[src/shared/sctp_pkg.sv]
// sctp_pkg: constants and carrier types for the coprocessor i2c target port
// assumes: one 50 MHz core clock; scl and sda arrive asynchronously from pins
package sctp_pkg;

  // ==========================================================================
  // timing and sizes
  localparam int CLK_MHZ             = 50;
  localparam int BUF_BYTES           = 71;
  localparam int WAKE_LOW_CYCLES     = 3000;   // wake_low_time, core cycles
  localparam int WAKE_READY_CYCLES   = 75000;  // wake_ready_delay, core cycles
  localparam int EXEC_CYCLES         = 50000;  // command_execution_time, core cycles

  // ==========================================================================
  // word address functions
  localparam logic [7:0] WA_RESET    = 8'h00;
  localparam logic [7:0] WA_SLEEP    = 8'h01;
  localparam logic [7:0] WA_IDLE     = 8'h02;
  localparam logic [7:0] WA_COMMAND  = 8'h03;
  localparam logic [7:0] READ_FILL   = 8'hFF;
  localparam logic [6:0] ADDR_RESET  = 7'h60;  // default bus address, arbitrary

  // ==========================================================================
  // power and protocol states
  typedef enum logic [1:0] {SCTP_SLEEP, SCTP_IDLE, SCTP_WAKING, SCTP_AWAKE} sctp_pwr_t;
  typedef enum logic [2:0] {SCTP_P_WAIT, SCTP_P_ADDR, SCTP_P_WORD, SCTP_P_DATA,
                            SCTP_P_READ, SCTP_P_ACK} sctp_proto_t;

  // synchronised bus view
  typedef struct packed {
    logic scl;
    logic sda;
  } sctp_bus_t;

  // command handed to the execution engine
  typedef struct packed {
    logic       start;
    logic [6:0] count;
  } sctp_cmd_t;

endpackage : sctp_pkg

[src/core/sctp_target.sv]
// sctp_target: i2c target port with wake, word address decode and command fifo
// assumes: scl/sda pins are asynchronous; exec_done comes from core-clock logic
// limitation: only write groups are taken here; the read data path is a later stage
`timescale 1ns/1ps

// Overview of operation
// - asleep, only sda low past wake time wakes; ready after wake delay
// - asleep, idle or waking, scl and bus conditions are ignored
// - a wake sequence while awake does nothing
// - data bit sampled on scl rise; sda changes only while scl low
// - sda fall with scl high is start; begins new transaction
// - stop ends transaction; complete command enters busy and executes
// - receiver pulls sda low on ninth clock to acknowledge
// - leaving sda high on ninth clock is not acknowledge
// - seven address bits msb first must match; eighth bit zero means write
// - word address 0x00 resets the buffer address counter
// - word address 0x01 sleeps and clears volatile state
// - word address 0x02 idles, keeping key and seed stores
// - word address 0x03 appends data bytes to input buffer
// - first byte is count; bytes past count ignored until done
// - group is count, packet and two crc bytes
// - one group may span several write transactions
// - address read not acknowledged while executing
// - sda only pulled low or released, never driven high
// - bytes beyond count or 71-byte buffer are not acknowledged
// - read address not acknowledged while busy, idle or asleep
module sctp_target #(
  parameter int          BUF_DEPTH  = sctp_pkg::BUF_BYTES,
  parameter int          WAKE_LOW   = sctp_pkg::WAKE_LOW_CYCLES,
  parameter int          WAKE_READY = sctp_pkg::WAKE_READY_CYCLES,
  parameter int          EXEC_MAX   = sctp_pkg::EXEC_CYCLES,
  parameter logic [6:0]  DEV_ADDR   = sctp_pkg::ADDR_RESET
) (
  // clock and reset
  input  wire logic       core_clk,
  input  wire logic       reset,
  // bus pins
  input  wire logic       scl_in,
  input  wire logic       sda_in,
  output logic            sda_out,
  output logic            sda_oe,
  // execution engine
  input  wire logic       exec_done,
  output logic            exec_start,
  output logic [6:0]      exec_count,
  output logic            busy,
  output logic            asleep,
  output logic            keep_clear
);

  // ==========================================================================
  // elaboration checks
  initial begin
    if (BUF_DEPTH < 4 || BUF_DEPTH > 127) $error("BUF_DEPTH out of range");
    if (WAKE_LOW < 1 || WAKE_READY < 1 || EXEC_MAX < 1) $error("timing must be positive");
    // the wake timer is 17 bits wide; longer times need a wider counter
    if (WAKE_LOW > 131071 || WAKE_READY > 131071) $error("wake timer too narrow");
  end

  // ==========================================================================
  // pin synchronisers; first stage read only by the second
  // a third stage keeps the previous level for edge detection
  logic [1:0] s1_reg, s2_reg, s3_reg;
  always_ff @(posedge core_clk) begin
    s1_reg <= {scl_in, sda_in};
    s2_reg <= s1_reg;
    s3_reg <= s2_reg;
  end

  sctp_pkg::sctp_bus_t now_b, was_b;
  assign now_b = sctp_pkg::sctp_bus_t'(s2_reg);
  assign was_b = sctp_pkg::sctp_bus_t'(s3_reg);

  logic scl_rise, scl_fall, start_cond, stop_cond;
  // rise and fall are one-cycle pulses on core clock
  // bit edge detection
  assign scl_rise   = now_b.scl & ~was_b.scl;
  assign scl_fall   = ~now_b.scl & was_b.scl;
  // scl high in both samples, so an sda change racing an scl edge is not a condition
  // start and stop detect
  assign start_cond = now_b.scl & was_b.scl & was_b.sda & ~now_b.sda;
  assign stop_cond  = now_b.scl & was_b.scl & ~was_b.sda & now_b.sda;

  // ==========================================================================
  // address decode, shared by the write and read branches
  // compares the upper seven bits only; the eighth is the direction bit
  function automatic logic addr_hit(input logic [7:0] b);
    return b[7:1] == DEV_ADDR;
  endfunction : addr_hit

  // ==========================================================================
  // state
  // limitation: exec_done is trusted to arrive; there is no local execution
  // watchdog, so EXEC_MAX only bounds what the engine may take
  // bytes past the count are still shifted in, but are neither acknowledged nor written to the buffer
  sctp_pkg::sctp_pwr_t   pwr_reg, pwr_next;
  // protocol state and its return point after an ack slot
  sctp_pkg::sctp_proto_t pr_reg, pr_next, ret_reg, ret_next;
  logic [16:0] tmr_reg, tmr_next;     // wake low / ready counter
  logic [3:0]  bit_reg, bit_next;
  logic [7:0]  sh_reg, sh_next;
  logic [6:0]  wptr_reg, wptr_next;   // input fifo write position
  logic [6:0]  cnt_reg, cnt_next;     // group count from first byte
  logic        ack_reg, ack_next;     // pull low during ack slot
  logic        busy_reg, busy_next;
  logic        start_reg, start_next;
  logic        sda_reg, sda_next;
  logic        keep_reg, keep_next;
  logic        asleep_reg, asleep_next;
  logic [7:0]  mem_reg [BUF_DEPTH];
  logic        wr_en;

  // ==========================================================================
  // next-state logic
  // everything runs on core clock; bus events are seen two to three cycles
  // late, well inside the low phase of a 1 MHz bus clock
  // trade-off: one flat machine keeps power and protocol state in step
  always_comb begin
    // state holds, pulses default low
    pwr_next   = pwr_reg;
    pr_next    = pr_reg;
    ret_next   = ret_reg;
    tmr_next   = tmr_reg;
    bit_next   = bit_reg;
    sh_next    = sh_reg;
    wptr_next  = wptr_reg;
    cnt_next   = cnt_reg;
    ack_next   = ack_reg;
    busy_next  = busy_reg;
    start_next = 1'b0;
    keep_next  = 1'b0;
    sda_next   = 1'b0;
    wr_en      = 1'b0;
    case (pwr_reg)
      sctp_pkg::SCTP_SLEEP, sctp_pkg::SCTP_IDLE: begin
        // count sda low time; scl ignored here
        // short low pulses restart the count; only a long low adds up to a wake
        if (now_b.sda) begin
          tmr_next = '0;
        end else if (tmr_reg >= 17'(WAKE_LOW)) begin
          pwr_next = sctp_pkg::SCTP_WAKING;
          tmr_next = '0;
        end else begin
          tmr_next = tmr_reg + 17'd1;
        end
      end
      sctp_pkg::SCTP_WAKING: begin
        // wake ready delay before bus is honoured
        // sda and scl are ignored until the delay has run out
        // the timer was cleared on entry, so it counts from the wake
        if (tmr_reg >= 17'(WAKE_READY)) begin
          pwr_next = sctp_pkg::SCTP_AWAKE;
          pr_next  = sctp_pkg::SCTP_P_WAIT;
        end else begin
          tmr_next = tmr_reg + 17'd1;
        end
      end
      default: begin
        // long sda low while awake is not looked at
        // busy clears once the engine finishes
        if (busy_reg && exec_done) begin
          busy_next = 1'b0;
          wptr_next = '0;
          cnt_next  = '0;
        end
        if (start_cond) begin
          pr_next  = sctp_pkg::SCTP_P_ADDR;
          bit_next = '0;
          ack_next = 1'b0;
        end else if (stop_cond) begin
          // an incomplete group only ends the transaction; its bytes stay
          pr_next  = sctp_pkg::SCTP_P_WAIT;
          ack_next = 1'b0;
          if (!busy_reg && cnt_reg != 7'd0 && wptr_reg >= cnt_reg) begin
            busy_next  = 1'b1;
            start_next = 1'b1;
          end
        end else begin
          case (pr_reg)
            sctp_pkg::SCTP_P_ADDR, sctp_pkg::SCTP_P_WORD, sctp_pkg::SCTP_P_DATA: begin
              if (scl_rise) begin
                sh_next  = {sh_reg[6:0], now_b.sda};
                bit_next = bit_reg + 4'd1;
              end else if (scl_fall && bit_reg == 4'd8) begin
                bit_next = '0;
                ret_next = pr_reg;
                pr_next  = sctp_pkg::SCTP_P_ACK;
                ack_next = 1'b0;
                if (pr_reg == sctp_pkg::SCTP_P_ADDR) begin
                  if (addr_hit(sh_reg) && !sh_reg[0]) begin
                    ack_next = 1'b1;
                    ret_next = sctp_pkg::SCTP_P_WORD;
                  // read refused while busy
                  // a refused read is the host's poll answer
                  end else if (addr_hit(sh_reg) && !busy_reg) begin
                    ack_next = 1'b1;
                    ret_next = sctp_pkg::SCTP_P_READ;
                  end else begin
                    ret_next = sctp_pkg::SCTP_P_WAIT;
                  end
                end else if (pr_reg == sctp_pkg::SCTP_P_WORD) begin
                  ack_next = 1'b1;
                  ret_next = sctp_pkg::SCTP_P_DATA;
                  if (sh_reg == sctp_pkg::WA_RESET) begin
                    // a reset during execution would lose the group, so it is ignored
                    if (!busy_reg) begin
                      wptr_next = '0;
                      cnt_next  = '0;
                    end
                  end else if (sh_reg == sctp_pkg::WA_SLEEP) begin
                    pwr_next  = sctp_pkg::SCTP_SLEEP;
                    keep_next = 1'b1;
                  // idle keeps key and seed stores
                  end else if (sh_reg == sctp_pkg::WA_IDLE) begin
                    pwr_next  = sctp_pkg::SCTP_IDLE;
                  // reserved word addresses leave the transfer unacknowledged
                  end else if (sh_reg != sctp_pkg::WA_COMMAND) begin
                    ack_next  = 1'b0;
                    ret_next  = sctp_pkg::SCTP_P_WAIT;
                  end
                  // leaving the awake state drops the ack at once and flushes the buffer
                  if (pwr_next != sctp_pkg::SCTP_AWAKE) begin
                    ack_next  = 1'b0;
                    tmr_next  = '0;
                    wptr_next = '0;
                    cnt_next  = '0;
                    pr_next   = sctp_pkg::SCTP_P_WAIT;
                  end
                // accept only within count and buffer
                end else if (!busy_reg && wptr_reg < 7'(BUF_DEPTH) &&
                             (cnt_reg == 7'd0 || wptr_reg < cnt_reg)) begin
                  ack_next  = 1'b1;
                  wr_en     = 1'b1;
                  wptr_next = wptr_reg + 7'd1;
                  // first byte holds group length
                  // the count byte counts itself, so a group of n bytes has count n
                  if (wptr_reg == 7'd0) begin
                    cnt_next = sh_reg[6:0];
                  end
                end
              end
            end
            sctp_pkg::SCTP_P_ACK: begin
              // hold ack through the ninth clock
              // released only after the ninth fall, so sda never moves while scl is high
              if (scl_fall) begin
                ack_next = 1'b0;
                pr_next  = ret_reg;
              end
            end
            sctp_pkg::SCTP_P_READ: begin
              // output path lies outside this port; release sda
              // a stalled read therefore never holds the bus
              ack_next = 1'b0;
            end
            default: begin
              ack_next = 1'b0;
            end
          endcase
        end
        // open drain: only ever pull low
        sda_next = ack_next && pwr_next == sctp_pkg::SCTP_AWAKE;
      end
    endcase
    // asleep follows the next power state, so it agrees with sda_oe
    asleep_next = (pwr_next != sctp_pkg::SCTP_AWAKE);
  end

  // ==========================================================================
  // registers
  // synchronous reset: the port starts asleep, like a cold power-up
  always_ff @(posedge core_clk) begin
    if (reset) begin
      pwr_reg   <= sctp_pkg::SCTP_SLEEP;
      pr_reg    <= sctp_pkg::SCTP_P_WAIT;
      ret_reg   <= sctp_pkg::SCTP_P_WAIT;
      tmr_reg   <= '0;
      bit_reg   <= '0;
      sh_reg    <= '0;
      wptr_reg  <= '0;
      cnt_reg   <= '0;
      ack_reg   <= 1'b0;
      busy_reg  <= 1'b0;
      start_reg <= 1'b0;
      sda_reg   <= 1'b0;
      keep_reg  <= 1'b0;
      asleep_reg <= 1'b1;
    end else begin
      pwr_reg   <= pwr_next;
      pr_reg    <= pr_next;
      ret_reg   <= ret_next;
      tmr_reg   <= tmr_next;
      bit_reg   <= bit_next;
      sh_reg    <= sh_next;
      wptr_reg  <= wptr_next;
      cnt_reg   <= cnt_next;
      ack_reg   <= ack_next;
      busy_reg  <= busy_next;
      start_reg <= start_next;
      sda_reg   <= sda_next;
      keep_reg  <= keep_next;
      asleep_reg <= asleep_next;
    end
  end

  // input buffer storage, indexed by the fifo pointer
  // read by the execution engine stage, which lies outside this port
  always_ff @(posedge core_clk) begin
    if (wr_en) begin
      mem_reg[wptr_reg] <= sh_reg;
    end
  end

  // ==========================================================================
  // outputs
  // every output but the constant sda_out comes from a register
  // exec_count stands from the first byte until the group is done
  assign sda_out    = 1'b0;        // never drives high
  assign sda_oe     = sda_reg;
  assign exec_start = start_reg;
  assign exec_count = cnt_reg;
  assign busy       = busy_reg;
  assign asleep     = asleep_reg;
  assign keep_clear = keep_reg;

endmodule : sctp_target

[config.mk]
export PLATFORM = sky130hd
export DESIGN_NAME = sctp_target
export DESIGN_NICKNAME = d
export VERILOG_FILES = /design/src/shared/sctp_pkg.sv /design/src/core/sctp_target.sv
export SDC_FILE = /design/constraint.sdc
export NUM_CORES = 1
export LEC_CHECK = 0
export CAP_MARGIN = 10
export CORE_UTILIZATION = 49
export DETAILED_ROUTE_END_ITERATION = 6
export DONT_BUFFER_PORTS = 1
export PLACE_DENSITY = 0.72
export SLEW_MARGIN = 40
export SYNTH_ARGS = -nofsm -noshare
export SYNTH_HDL_FRONTEND = slang
export SYNTH_SLANG_ARGS = --single-unit
[constraint.sdc]
create_clock -name core_clk -period 2.2 [get_ports core_clk]
set_input_delay 0 -clock core_clk [delete_from_list [all_inputs] [get_ports core_clk]]
set_output_delay 0 -clock core_clk [all_outputs]
set_load 0.005 [all_outputs]
==> run_results.csv <==
group,metric,value,unit
sta,hold_violations,0,
min_path,whs_path_depth,2,
floorplan,core_area,6794,µm²
placed_design,gp_congestion,0.9894,
logic_synthesis,synth_warnings,0,
setup_path,path_cells,"inv_1, ha_1, a21oi_1, o21ai_0, buf_4, nor4_1, a211oi_2, a21o_1, a211o_1",
logic_synthesis,ys_ff_latch,63,
logic_synthesis,yosysUniqueCellTypes,66,
grt,overflow,0,
floorplan,die_x,86.09,µm
floorplan,die_h,86.09,µm
route,dr.pass1.iters,4,
sta,slew_violations,0,
power,p_sw_share,25.41,%
grt,grtUsageTotal,24.80,%
route,drc,0,
setup_path,slowest_stage,"dfxtp_2",
min_path,hold_end,"sh_reg[3]",
power,powerDensity,528.1,nW/µm²
cells_and_area,stdcell_count,552,
cts,htree_num_levels,3,
cells_and_area,filler_cell_count,603,
logic_synthesis,avgSynthCellArea,8.229,µm²
cells_and_area,fin_area,4023,µm²
power,power.switching,539.8,µW
route,drt-initial-drc-count,211,
grt,grt_first_pass_wirelength,14.21,mm
floorplan,dieArea,7411,µm²
min_path,hp-class,"primary input to flip-flop",
cells_and_area,largest_reg_flops,17,
cts,cts_sinks,63,
setup_path,cp-start-kind,"flip-flop",
sta,finalSetupViolations,0,
power,seq_power_share,54.3,%
floorplan,ios,18,
setup_path,cp.buffers_inverters,2,
logic_synthesis,syn-cell-area,3465,µm²
cts,cts_buffers,9,
min_path,min_from,"reset",
floorplan,initial_core_util,50.99,%
outcome,status,"finished, final reports clean",
power,leakage,1.457,nW
placed_design,dp_slack,0.08542,ns
route,drt_wl_total,8.657,mm
cells_and_area,nets,469,
cells_and_area,diodes,0,
cts,cts_tree,"built",
logic_synthesis,synth_top_cell_by_area,"dfxtp_1",
cells_and_area,drive_gt1_share,15.57,%
logic_synthesis,synth_ff_type,"dfxtp_1",
logic_synthesis,yosys-top-cells-area,"dfxtp_1, nor2_1, ha_1",
setup_path,crit_type,"flip-flop to flip-flop",
logic_synthesis,syn_nets,439,
route,vias,3208,
flow_run,drv_cap,0,
cts,cts_root_buffer,"clkbuf_8",
power,total_power,2.124,mW
setup_path,crit_required,2.44,ns
setup_path,cp.arrival,2.38,ns
sta,period_needed,2.135,ns
power,ir_drop,0.3851,mV
placed_design,place_inst,530,
logic_synthesis,yosys.area.top_type_share,36.40,%
route,avgViaCountPerCell,5.812,
route,post_drt_wl_per_cell,15.68,µm
grt,grt_max_degree,24,
sta,setup_slack,0.06544,ns
setup_path,regToRegStartpoint,"exec_count[4]",
sta,fmax,468.5,MHz
power,combinationalPowerShare,2.9,%
setup_path,reg2reg_slack,0.07,ns
cells_and_area,area.growth.synth_to_final,16.11,%
logic_synthesis,async_flop_share,0,%
placed_design,dpl_cell_area,3751,µm²
logic_synthesis,seq_area_frac_synth,36.40,%
cts,clkTransAtPathRegs,0.08,ns
cts,cts.path.max_buffers,2,
grt,antenna_found_initial,0,
setup_path,r2r-end,"wptr_reg[3]",
power,intPower,1.585,mW
placed_design,dp_hpwl,6.228,mm
sta,post-route-period-util,97.03,%
sta,setup-tns-final,0,ns
floorplan,rows,30,
route,ant_nets,0,
setup_path,critical_path.max_fanout,6,
sta,skew,0.01122,ns
setup_path,reg2reg_depth,9,
setup_path,cp-end-kind,"flip-flop",
grt,first_global_vias,3004,
sta,rsz0062_at_grt,"true",
logic_synthesis,synth_edf_count,0,
cts,clk_latency,0.35,ns
logic_synthesis,netlist_instances,421,
setup_path,cpPeakStageDelay,0.35,ns
power,p_clk_share,42.8,%
placed_design,place.port_buffers,0,
setup_path,crit_family,"compound AO/OA/AOI/OAI gates",
-- metrics by stage --
step / hold WS (ns) / util, %
6_report: 0.07413 / 59.21
4_1_cts: 0.1467 / 58.36
3_5_place_dp: 0.02777 / 55.21
5_1_grt: 0.08442 / 59.21
2_1_floorplan: 0.02772 / -
3_3_place_gp: 0.02776 / 55.21
-- repair_timing --
item                                    CTS  global route
resized for setup                         0             9
endpoints found under the setup margin    0            30
buffers inserted                          0             2
hold endpoints to repair                 27             0
hold buffers                              4             0
-- cell usage after synthesis, drive strengths merged (5+ instances only) --
master / number
ha: 13
clkbuf: 14
xor2: 12
nand2: 34
o21ai: 21
inv: 21
a21oi: 23
mux2i: 10
and3: 8
a21o: 6
nor4: 9
nand3b: 5
nand4: 6
buf: 5
nor3: 11
nand3: 20
nor2: 54
nand2b: 6
dfxtp: 63
and2: 5
xnor2: 5
o211ai: 10
nor2b: 5
-- per-layer routing --
layer / wire length, µm / global-route usage [%]
met5: 0 / 0
met4: 235 / 12.42
met3: 520 / 4.909
met2: 4118 / 39.68
met1: 3783 / 31.77
-- cells by family (layout without fill, tap and decap cells) --
logic type / count (synthesis) / count (layout) / synth area share [%]
AND/OR/NAND/NOR: 179 / 179 / 26.80
other: 1 / 1 / 0.1082
multiplexers: 11 / 11 / 3.214
adder cells (fa/ha/maj): 13 / 13 / 4.695
XOR/XNOR: 17 / 17 / 4.297
flip-flops: 63 / 63 / 36.40
buffers and inverters: 40 / 75 / 4.767
AO/OA/AOI/OAI: 97 / 97 / 19.72
-- how the worst max path moves through the flow --
stage                        from            end  slack, ns  depth (start not counted)
floorplan           exec_count[3]  exec_count[3]       0.17                          6
global placement    exec_count[3]    wptr_reg[1]       0.14                          8
detailed placement  exec_count[3]    wptr_reg[1]       0.09                          8
CTS                 exec_count[3]    wptr_reg[1]       0.07                          8
global route        exec_count[4]    wptr_reg[3]      -0.05                          9
finish              exec_count[4]    wptr_reg[3]       0.07                          9
-- power by group through the flow --
stage	clock [mW]	sequential, mW	combinational [mW]
5_1_grt	0.984	1.15	0.0683
2_1_floorplan	0	1.18	0.0368
6_report	0.910	1.15	0.0621
3_3_place_gp	0	1.18	0.0467
4_1_cts	0.919	1.15	0.0605
3_5_place_dp	0	1.18	0.0479
-- layout make-up --
type | instances | area (µm²) | area share [%]
Sequential cell | 63 | 1262 | 31.38
Inverter | 21 | 78.83 | 1.960
Multi-Input combinational cell | 318 | 2085 | 51.82
Timing Repair Buffer | 38 | 302.8 | 7.527
Clock buffer | 10 | 127.6 | 3.173
Tap cell | 96 | 120.1 | 2.986
Clock inverter | 6 | 46.29 | 1.151
-- cells in the final DEF (no fill, tap or decap), types with 5 or more instances in the layout --
cell      Yosys  layout
clkbuf_8      0       9
nand2b_1      6       6
o21ai_0      20      20
nand2_1      32      32
buf_4         1      33
ha_1         13      12
inv_1        21      21
xor2_1       12      12
nand3_1      20      20
xnor2_1       5       5
nor3_1       11      10
nor4_1        7       7
o211ai_1     10      10
dfxtp_1      63      62
nand4_1       6       6
a21o_1        6       5
nand3b_1      5       5
mux2i_1      10      10
and3_1        8       8
nor2_1       53      53
a21oi_1      23      21
(Power assumes the default switching activity.)
